File: config.mk
export PLATFORM = sky130hd
export DESIGN_NAME = uart_modem_signal_logic
export DESIGN_NICKNAME = d
export VERILOG_FILES = /design/src/uart_modem_pkg.sv /design/src/modem_track_if.sv /design/src/pin_sync.sv /design/src/modem_change_tracker.sv /design/src/uart_modem_signal_logic.sv
export SDC_FILE = /design/constraint.sdc
export NUM_CORES = 1
export LEC_CHECK = 0
export BUFFER_PORTS_ARGS = -buffer_cell sky130_fd_sc_hd__buf_2
export CORE_ASPECT_RATIO = 0.6
export CORE_MARGIN = 2
export CORE_UTILIZATION = 45
export DETAILED_ROUTE_END_ITERATION = 8
export HOLD_SLACK_MARGIN = 0.06
export PLACE_DENSITY_LB_ADDON = 0.1
export SYNTH_ARGS = -nofsm -noshare
export SYNTH_HDL_FRONTEND = slang
export SYNTH_SLANG_ARGS = --single-unit
File: constraint.sdc
create_clock -name sys_clk -period 2.8 [get_ports sys_clk]
set_input_delay 0.14 -clock sys_clk [delete_from_list [all_inputs] [get_ports sys_clk]]
set_output_delay 0.14 -clock sys_clk [all_outputs]
set_load 0.01 [all_outputs]
File: src/uart_modem_pkg.sv
package uart_modem_pkg;
   // Modem status layout: change flags low, line levels high
   localparam int ST_CTS_CHG = 0;
   localparam int ST_DSR_CHG = 1;
   localparam int ST_RING_END = 2;
   localparam int ST_DCD_CHG = 3;
   localparam int ST_CTS = 4;
   localparam int ST_DSR = 5;
   localparam int ST_RI = 6;
   localparam int ST_DCD = 7;
   // Modem control layout
   localparam int CT_DTR = 0;
   localparam int CT_RTS = 1;
   localparam int CT_USER_A = 2;
   localparam int CT_USER_B = 3;
   localparam int CT_LOOP = 4;
   localparam int CT_W = 5;
   localparam logic [4:0] CT_RESET = 5'h00;
   // Interrupt enable layout
   localparam int IER_RDA = 0;
   localparam int IER_THR = 1;
   localparam int IER_RLS = 2;
   localparam int IER_MS = 3;
   // Positions in the synchronised pin vector
   localparam int SY_CTS_N = 0;
   localparam int SY_DSR_N = 1;
   localparam int SY_RI_N = 2;
   localparam int SY_DCD_N = 3;
   localparam int SY_RD_N = 4;
   localparam int SY_WR_N = 5;
   localparam int SY_STAT_SEL = 6;
   localparam int SY_CTRL_SEL = 7;
   localparam int SY_MRESET = 8;
   localparam int SY_DATA = 9;
   localparam int SY_W = 17;
   localparam logic [16:0] SY_RESET = 17'h0003F;
   localparam logic [7:0] DATA_RESET = 8'h00;
endpackage

File: src/modem_track_if.sv
`timescale 1ns/1ns
// Carries line levels to the change tracker and its flags back
interface modem_track_if;
   logic [3:0] level;
   logic clear;
   logic mreset;
   logic [3:0] delta;
   modport src (output level, output clear, output mreset, input delta);
   modport trk (input level, input clear, input mreset, output delta);
endinterface

File: src/pin_sync.sv
`timescale 1ns/1ns
module pin_sync #(
   parameter int W = 17,
   parameter logic [16:0] RESET_VAL = 17'h00000
) (
   input wire logic sys_clk,
   input wire logic rstn,
   input wire logic [W-1:0] pin_in,
   output logic [W-1:0] pin_sync_out
);
   logic [W-1:0] stage1_q;
   logic [W-1:0] stage2_q;

   // Two-flop synchroniser; only the second stage is read
   always_ff @(posedge sys_clk or negedge rstn) begin
      if (!rstn) begin
         stage1_q <= RESET_VAL[W-1:0];
         stage2_q <= RESET_VAL[W-1:0];
      end else begin
         stage1_q <= pin_in;
         stage2_q <= stage1_q;
      end
   end

   assign pin_sync_out = stage2_q;
endmodule

File: src/modem_change_tracker.sv
`timescale 1ns/1ns
module modem_change_tracker
   import uart_modem_pkg::*;
(
   input wire logic sys_clk,
   input wire logic rstn,
   modem_track_if.trk trk
);
   logic [3:0] prev_q;
   logic [3:0] prev_d;
   logic [3:0] delta_q;
   logic [3:0] delta_d;
   logic [3:0] change;

   // Level changes set sticky flags; a set in the clearing cycle wins
   always_comb begin
      change = trk.level ^ prev_q;
      // Ring indicator flags only on the trailing edge
      change[ST_RING_END] = prev_q[ST_RING_END] & ~trk.level[ST_RING_END];
      prev_d = trk.level;
      delta_d = (delta_q & ~{4{trk.clear}}) | change;
      if (trk.mreset) begin
         delta_d = 4'h0;
      end
   end

   always_ff @(posedge sys_clk or negedge rstn) begin
      if (!rstn) begin
         prev_q <= 4'h0;
         delta_q <= 4'h0;
      end else begin
         prev_q <= prev_d;
         delta_q <= delta_d;
      end
   end

   assign trk.delta = delta_q;
endmodule

File: src/uart_modem_signal_logic.sv
`timescale 1ns/1ns
module uart_modem_signal_logic
   import uart_modem_pkg::*;
(
   input wire logic sys_clk,
   input wire logic rstn,
   input wire logic master_reset,
   input wire logic cts_n,
   input wire logic dsr_n,
   input wire logic ri_n,
   input wire logic dcd_n,
   input wire logic cpu_rd_n,
   input wire logic cpu_wr_n,
   input wire logic status_sel,
   input wire logic control_sel,
   input wire logic [7:0] data_in,
   output logic [7:0] data_out,
   output logic data_oe_n,
   output logic read_driver_disable,
   input wire logic [3:0] int_enable,
   input wire logic auto_cts_en,
   input wire logic fifo_mode,
   input wire logic rx_error,
   input wire logic rx_data_avail,
   input wire logic rx_timeout,
   input wire logic thr_empty,
   output logic tx_permit,
   output logic dtr_n,
   output logic rts_n,
   output logic user_output_a,
   output logic user_output_b,
   output logic int_out
);
   // Rising edge of an active-high level
   function automatic logic rise(input logic prev, input logic cur);
      return cur & ~prev;
   endfunction

   logic [SY_W-1:0] sy;
   logic rd_act;
   logic wr_act;
   logic rd_rise;
   logic wr_rise;
   logic mreset;
   logic [3:0] pin_level;
   logic [3:0] level;
   logic [7:0] modem_status_reg;
   logic ms_pending;
   logic pending;
   logic [CT_W-1:0] modem_control_reg;
   logic [CT_W-1:0] ctrl_d;
   logic rd_prev_q;
   logic rd_prev_d;
   logic wr_prev_q;
   logic wr_prev_d;
   logic [7:0] data_q;
   logic [7:0] data_d;
   logic oe_n_q;
   logic oe_n_d;
   logic rdd_q;
   logic rdd_d;
   logic dtr_n_q;
   logic dtr_n_d;
   logic rts_n_q;
   logic rts_n_d;
   logic out_a_q;
   logic out_a_d;
   logic out_b_q;
   logic out_b_d;
   logic int_q;
   logic int_d;
   logic tx_ok_q;
   logic tx_ok_d;

   modem_track_if trk_if ();

   // Bus, strobe, select, reset and modem line pins pass two flops; interrupt source and mode inputs do not
   pin_sync #(.W(SY_W), .RESET_VAL(SY_RESET)) u_sync (
      .sys_clk(sys_clk),
      .rstn(rstn),
      .pin_in({data_in, master_reset, control_sel, status_sel, cpu_wr_n, cpu_rd_n, dcd_n, ri_n, dsr_n, cts_n}),
      .pin_sync_out(sy)
   );

   modem_change_tracker u_track (
      .sys_clk(sys_clk),
      .rstn(rstn),
      .trk(trk_if.trk)
   );

   // Strobe decode and line levels; loopback feeds control bits back
   always_comb begin
      rd_act = ~sy[SY_RD_N];
      wr_act = ~sy[SY_WR_N];
      rd_rise = rise(rd_prev_q, rd_act);
      wr_rise = rise(wr_prev_q, wr_act);
      mreset = sy[SY_MRESET];
      pin_level = ~{sy[SY_DCD_N], sy[SY_RI_N], sy[SY_DSR_N], sy[SY_CTS_N]};
      if (modem_control_reg[CT_LOOP]) begin
         level = {modem_control_reg[CT_USER_B], modem_control_reg[CT_USER_A],
                  modem_control_reg[CT_DTR], modem_control_reg[CT_RTS]};
      end else begin
         level = pin_level;
      end
   end

   assign trk_if.level = level;
   assign trk_if.clear = rd_rise & sy[SY_STAT_SEL];
   assign trk_if.mreset = mreset;
   assign modem_status_reg = {level, trk_if.delta};

   // Interrupt sources and their enables
   always_comb begin
      ms_pending = trk_if.delta[ST_DSR_CHG] | trk_if.delta[ST_RING_END] | trk_if.delta[ST_DCD_CHG]
                   | (trk_if.delta[ST_CTS_CHG] & ~auto_cts_en);
      pending = (int_enable[IER_RLS] & rx_error)
                | (int_enable[IER_RDA] & (rx_data_avail | (rx_timeout & fifo_mode)))
                | (int_enable[IER_THR] & thr_empty)
                | (int_enable[IER_MS] & ms_pending);
   end

   // Next values of control register, bus and output pins
   always_comb begin
      rd_prev_d = rd_act;
      wr_prev_d = wr_act;
      // Control register: master reset wins over a write
      ctrl_d = modem_control_reg;
      if (mreset) begin
         ctrl_d = CT_RESET;
      end else if (wr_rise && sy[SY_CTRL_SEL]) begin
         ctrl_d = sy[SY_DATA +: CT_W];
      end
      // Read data captured once at the start of a read
      data_d = data_q;
      if (rd_rise) begin
         if (sy[SY_STAT_SEL]) begin
            data_d = modem_status_reg;
         end else if (sy[SY_CTRL_SEL]) begin
            data_d = {3'h0, modem_control_reg};
         end else begin
            data_d = DATA_RESET;
         end
      end
      // Bus enable and driver disable follow the read strobe
      oe_n_d = ~(rd_act & (sy[SY_STAT_SEL] | sy[SY_CTRL_SEL]));
      rdd_d = ~rd_act;
      // Modem outputs are forced inactive in loopback
      dtr_n_d = ~(modem_control_reg[CT_DTR] & ~modem_control_reg[CT_LOOP]);
      rts_n_d = ~(modem_control_reg[CT_RTS] & ~modem_control_reg[CT_LOOP]);
      out_a_d = ~(modem_control_reg[CT_USER_A] & ~modem_control_reg[CT_LOOP]);
      out_b_d = ~(modem_control_reg[CT_USER_B] & ~modem_control_reg[CT_LOOP]);
      // Interrupt and transmit permission
      int_d = pending & ~mreset;
      tx_ok_d = ~auto_cts_en | level[0];
      if (mreset) begin
         dtr_n_d = 1'b1;
         rts_n_d = 1'b1;
         out_a_d = 1'b1;
         out_b_d = 1'b1;
      end
   end

   always_ff @(posedge sys_clk or negedge rstn) begin
      if (!rstn) begin
         rd_prev_q <= 1'b0;
         wr_prev_q <= 1'b0;
         modem_control_reg <= CT_RESET;
         data_q <= DATA_RESET;
         oe_n_q <= 1'b1;
         rdd_q <= 1'b1;
         dtr_n_q <= 1'b1;
         rts_n_q <= 1'b1;
         out_a_q <= 1'b1;
         out_b_q <= 1'b1;
         int_q <= 1'b0;
         tx_ok_q <= 1'b1;
      end else begin
         rd_prev_q <= rd_prev_d;
         wr_prev_q <= wr_prev_d;
         modem_control_reg <= ctrl_d;
         data_q <= data_d;
         oe_n_q <= oe_n_d;
         rdd_q <= rdd_d;
         dtr_n_q <= dtr_n_d;
         rts_n_q <= rts_n_d;
         out_a_q <= out_a_d;
         out_b_q <= out_b_d;
         int_q <= int_d;
         tx_ok_q <= tx_ok_d;
      end
   end

   assign data_out = data_q;
   assign data_oe_n = oe_n_q;
   assign read_driver_disable = rdd_q;
   assign dtr_n = dtr_n_q;
   assign rts_n = rts_n_q;
   assign user_output_a = out_a_q;
   assign user_output_b = out_b_q;
   assign int_out = int_q;
   assign tx_permit = tx_ok_q;
endmodule

==> flow_summary.html <==
<table>
<tr><th>Metric</th><th>Value</th></tr>
<tr><th colspan="2">GRT</th></tr>
<tr><td>Antenna violations before repair</td><td>0</td></tr>
<tr><td>Maximum number of pins on one net before global-route repair</td><td>40</td></tr>
<tr><td>Global-route wire length before repair</td><td>6070 um</td></tr>
<tr><td>All-layer global routing usage</td><td>16.3%</td></tr>
<tr><td>Number of global-route vias before repair</td><td>1,287</td></tr>
<tr><td>Global route overflow</td><td>0</td></tr>
<tr><th colspan="2">Setup path</th></tr>
<tr><td>Data arrival time of the worst path</td><td>1.61 ns</td></tr>
<tr><td>Slowest cell on crit path</td><td>dfstp_2</td></tr>
<tr><td>Classification of the worst setup path</td><td>reg2reg</td></tr>
<tr><td>Ordered list of cells on the worst path</td><td>or2_1, nor2_1, a22o_1</td></tr>
<tr><td>Worst Setup Start Kind</td><td>flip-flop</td></tr>
<tr><td>Worst path required time</td><td>3.01 ns</td></tr>
<tr><td>Maximum net fanout on the critical path</td><td>14</td></tr>
<tr><td>Kind of cell with the highest combined delay on the critical path</td><td>flip-flops</td></tr>
<tr><td>Endpoint type of the worst setup path</td><td>flip-flop</td></tr>
<tr><td>Launch instance of the worst register-to-register path</td><td>u_sync.pin_sync_out[4]</td></tr>
<tr><td>Largest incremental delay on the critical path</td><td>0.55 ns</td></tr>
<tr><td>Worst setup path startpoint</td><td>u_sync.pin_sync_out[4]</td></tr>
<tr><td>Worst Path Buf+Inv</td><td>0</td></tr>
<tr><th colspan="2">STA</th></tr>
<tr><td>Final setup violation count</td><td>0</td></tr>
<tr><td>Post-route minimum period</td><td>1.40 ns</td></tr>
<tr><td>Maximum clock rate</td><td>717 MHz</td></tr>
<tr><td>Final setup slack of the worst path</td><td>1.40 ns</td></tr>
<tr><td>Final setup skew</td><td>0.00412 ns</td></tr>
<tr><td>Total count of hold-check failures in the final report</td><td>0</td></tr>
<tr><td>Setup repair after global routing missed its margin</td><td>false</td></tr>
<tr><td>Number of pins with negative max-slew slack in the final report</td><td>0</td></tr>
<tr><td>Slew Limit Headroom</td><td>45.3%</td></tr>
<tr><td>Share of the cycle needed by the critical path after routing</td><td>49.8%</td></tr>
<tr><td>Total negative slack for setup checks</td><td>0 ns</td></tr>
<tr><td>Slew @ Worst Pin</td><td>0.820 ns</td></tr>
<tr><th colspan="2">Synthesis</th></tr>
<tr><td>Average size of a mapped cell</td><td>14.4 um^2</td></tr>
<tr><td>Number of distinct library cells after synthesis</td><td>29</td></tr>
<tr><td>Total of flip-flops plus latches after synthesis</td><td>59</td></tr>
<tr><td>Count of flip-flops with a built-in enable after synthesis</td><td>0</td></tr>
<tr><td>Prevailing post-synth register cell</td><td>dfrtp_1</td></tr>
<tr><td>Cell count after synthesis</td><td>140</td></tr>
<tr><td>Number of warnings printed during yosys synthesis</td><td>0</td></tr>
<tr><td>Synthesized netlist net count</td><td>169</td></tr>
<tr><td>Sequential element share of the synthesized area</td><td>74.6%</td></tr>
<tr><td>Share of flip-flops with an asynchronous set or reset</td><td>100%</td></tr>
<tr><td>Post-synthesis instance area</td><td>0.00201 mm^2</td></tr>
<tr><th colspan="2">Power and ir drop</th></tr>
<tr><td>Cell Pwr Density</td><td>669 mW/mm^2</td></tr>
<tr><td>Power after layout</td><td>1.75 mW</td></tr>
<tr><td>Worst VDD drop</td><td>0.388 mV</td></tr>
<tr><td>Leakage Power</td><td>1.18 nW</td></tr>
<tr><th colspan="2">Floorplanning</th></tr>
<tr><td>Die height</td><td>55.8 um</td></tr>
<tr><td>Starting Density</td><td>47.8%</td></tr>
<tr><td>Die Width</td><td>90.3 um</td></tr>
<tr><td>Row cnt</td><td>18</td></tr>
<tr><td>Floorplan die area</td><td>0.00504 mm^2</td></tr>
<tr><td>Core area</td><td>0.00421 mm^2</td></tr>
<tr><td>I/O Pins</td><td>45</td></tr>
<tr><th colspan="2">Run status</th></tr>
<tr><td>Outcome</td><td>completed</td></tr>
<tr><th colspan="2">Detailed routing</th></tr>
<tr><td>Drc violations</td><td>0</td></tr>
<tr><td>Number of nets still failing antenna checks after routing</td><td>0</td></tr>
<tr><td>Number of vias per cell after detailed routing</td><td>4.87</td></tr>
<tr><td>Detailed-route wire length</td><td>3560 um</td></tr>
<tr><td>Total via count in the routed design</td><td>1,315</td></tr>
<tr><td>Initial DRT Pass Iterations</td><td>4</td></tr>
<tr><td>Final routed wire length divided by cell count</td><td>13.2 um</td></tr>
<tr><td>DRT iter0 DRCs</td><td>62</td></tr>
<tr><th colspan="2">Layout</th></tr>
<tr><td>FF/Latch Area</td><td>0.00150 mm^2</td></tr>
<tr><td>Area added between synthesis and finish</td><td>29.7%</td></tr>
<tr><td>Post-layout instance area</td><td>0.00261 mm^2</td></tr>
<tr><td>Fin nets</td><td>234</td></tr>
<tr><td>Post-route core utilization</td><td>62.0%</td></tr>
<tr><td>Count of antenna diodes in the layout</td><td>0</td></tr>
<tr><td>Area of the multi-input gates</td><td>460 um^2</td></tr>
<tr><td>Share of final-layout standard cells stronger than drive strength 1</td><td>36.2%</td></tr>
<tr><td>Count of filler cells inserted in the layout</td><td>340</td></tr>
<tr><th colspan="2">Hold path</th></tr>
<tr><td>Startpoint of the most critical hold path</td><td>int_enable[0]</td></tr>
<tr><td>Worst min-delay path class</td><td>in2reg</td></tr>
<tr><th colspan="2">Place</th></tr>
<tr><td>Placed instance area</td><td>0.00227 mm^2</td></tr>
<tr><td>Number of input and output port buffers inserted</td><td>41</td></tr>
<tr><td>Pre-CTS setup slack</td><td>1.41 ns</td></tr>
<tr><td>Detailed placer's ending HPWL</td><td>2390 um</td></tr>
<tr><td>Weighted congestion at the end of routability-driven global placement</td><td>0.800</td></tr>
<tr><th colspan="2">Clock network</th></tr>
<tr><td>Total of cells resized after clock tree synthesis</td><td>0</td></tr>
<tr><td>Total clock sinks</td><td>59</td></tr>
<tr><td>Worst skew pair latency</td><td>0.33 ns</td></tr>
<tr><td>Clock tree buffer depth</td><td>2</td></tr>
<tr><td>Clock buffers created by TritonCTS</td><td>9</td></tr>
<tr><td>Buffer type at the clock tree root</td><td>clkbuf_8</td></tr>
<tr><td>Clock slew at the register clock pins of the worst setup and hold paths</td><td>0.06 ns</td></tr>
<tr><td># H-tree levels</td><td>3</td></tr>
<tr><td>TritonCTS clock tree</td><td>done</td></tr>
<tr><th colspan="2">Run</th></tr>
<tr><td>Max-cap violations</td><td>0</td></tr>
</table>
==> worst paths after layout <==
check                                          endpoint  slack, ns  cells past startpoint
worst min register to register  u_sync.pin_sync_out[13]       0.35                      0
worst max register to register              data_out[7]       1.40                      3
min in group asynchronous            u_sync.stage1_q[7]       0.45                      2
max in group asynchronous            u_sync.stage1_q[5]       1.52                      3
worst min-delay path                            int_out       0.14                      3
worst max-delay path                        data_out[7]       1.40                      3
==> power by group <==
group	leakage [nW]	switching [mW]	total [mW]	internal [mW]
Combinational	0.395	0.0674	0.139	0.0715
Sequential	0.693	0.0345	0.951	0.916
Clock	0.0905	0.290	0.657	0.367
==> logic make-up (layout without fill, tap and decap cells) <==
group / after synthesis / count (layout) / share of synthesized area, %
simple gates: 37 / 37 / 10.3
buf+inv: 10 / 80 / 2.55
compound gates: 29 / 29 / 10.1
flops: 59 / 59 / 74.6
mux: 5 / 5 / 2.49
==> area by class of cell <==
| class | instances | share of cell area (%) |
|---|---|---|
| clock buffer | 14 | 6.23 |
| clock inverter | 2 | 0.384 |
| inverter | 5 | 0.719 |
| multi-input combinational | 71 | 17.6 |
| sequential | 59 | 57.5 |
| tap | 60 | 2.88 |
| timing repair buffer | 59 | 14.7 |
==> layout by cell type (no fill, tap or decap), drive strengths merged, types with 6 or more instances in the layout <==
master,count
nor2,7
clkbuf,14
dfstp,19
dlygate4sd3,17
buf,42
o21ai,6
nand2,11
dfrtp,40
==> layer usage <==
layer	GRT usage (%)	vias to the layer above	routed length (um)
met5	0	-	0
met4	5.27	0	32
met3	10.2	6	291
met2	22.7	48	1550
met1	21.1	651	1680
li1	-	610	-
==> worst reg2reg max path, cell delays in order (launching register included) <==
cell     delay, ns
dfstp_2       0.55
or2_1         0.37
nor2_1        0.15
a22o_1        0.22
==> per-stage QoR <==
step	hold WS [ns]	instances
6_report	0.136	270
3_5_place_dp	0.247	237
4_1_cts	0.121	270
2_1_floorplan	-0.156	140
5_1_grt	0.128	270
3_3_place_gp	0.244	237
==> Yosys cell counts, types with 2 or more instances <==
library cell   n  area [um^2]
nor2_1         7         26.3
and2_1         2         12.5
a22o_1         3         26.3
a22oi_1        3         22.5
inv_1          5         18.8
nand3b_1       3         22.5
o21ai_0        6         30.0
mux2i_1        5         50.1
nand2_1       11         41.3
o211ai_1       3         22.5
buf_2          2         10.0
dfrtp_1       40         1000
a2111o_1       2         22.5
a31oi_1        3         18.8
a21oi_1        5         25.0
dfstp_2       19          499
nand2b_1       5         31.3
nor2b_1        5         31.3
==> timing repair <==
item	4_1_cts	5_1_grt
setup buffers	0	0
hold buffers	17	0
endpoints found under the hold margin	41	0
No activity file was read; power rests on OpenSTA's default activity.
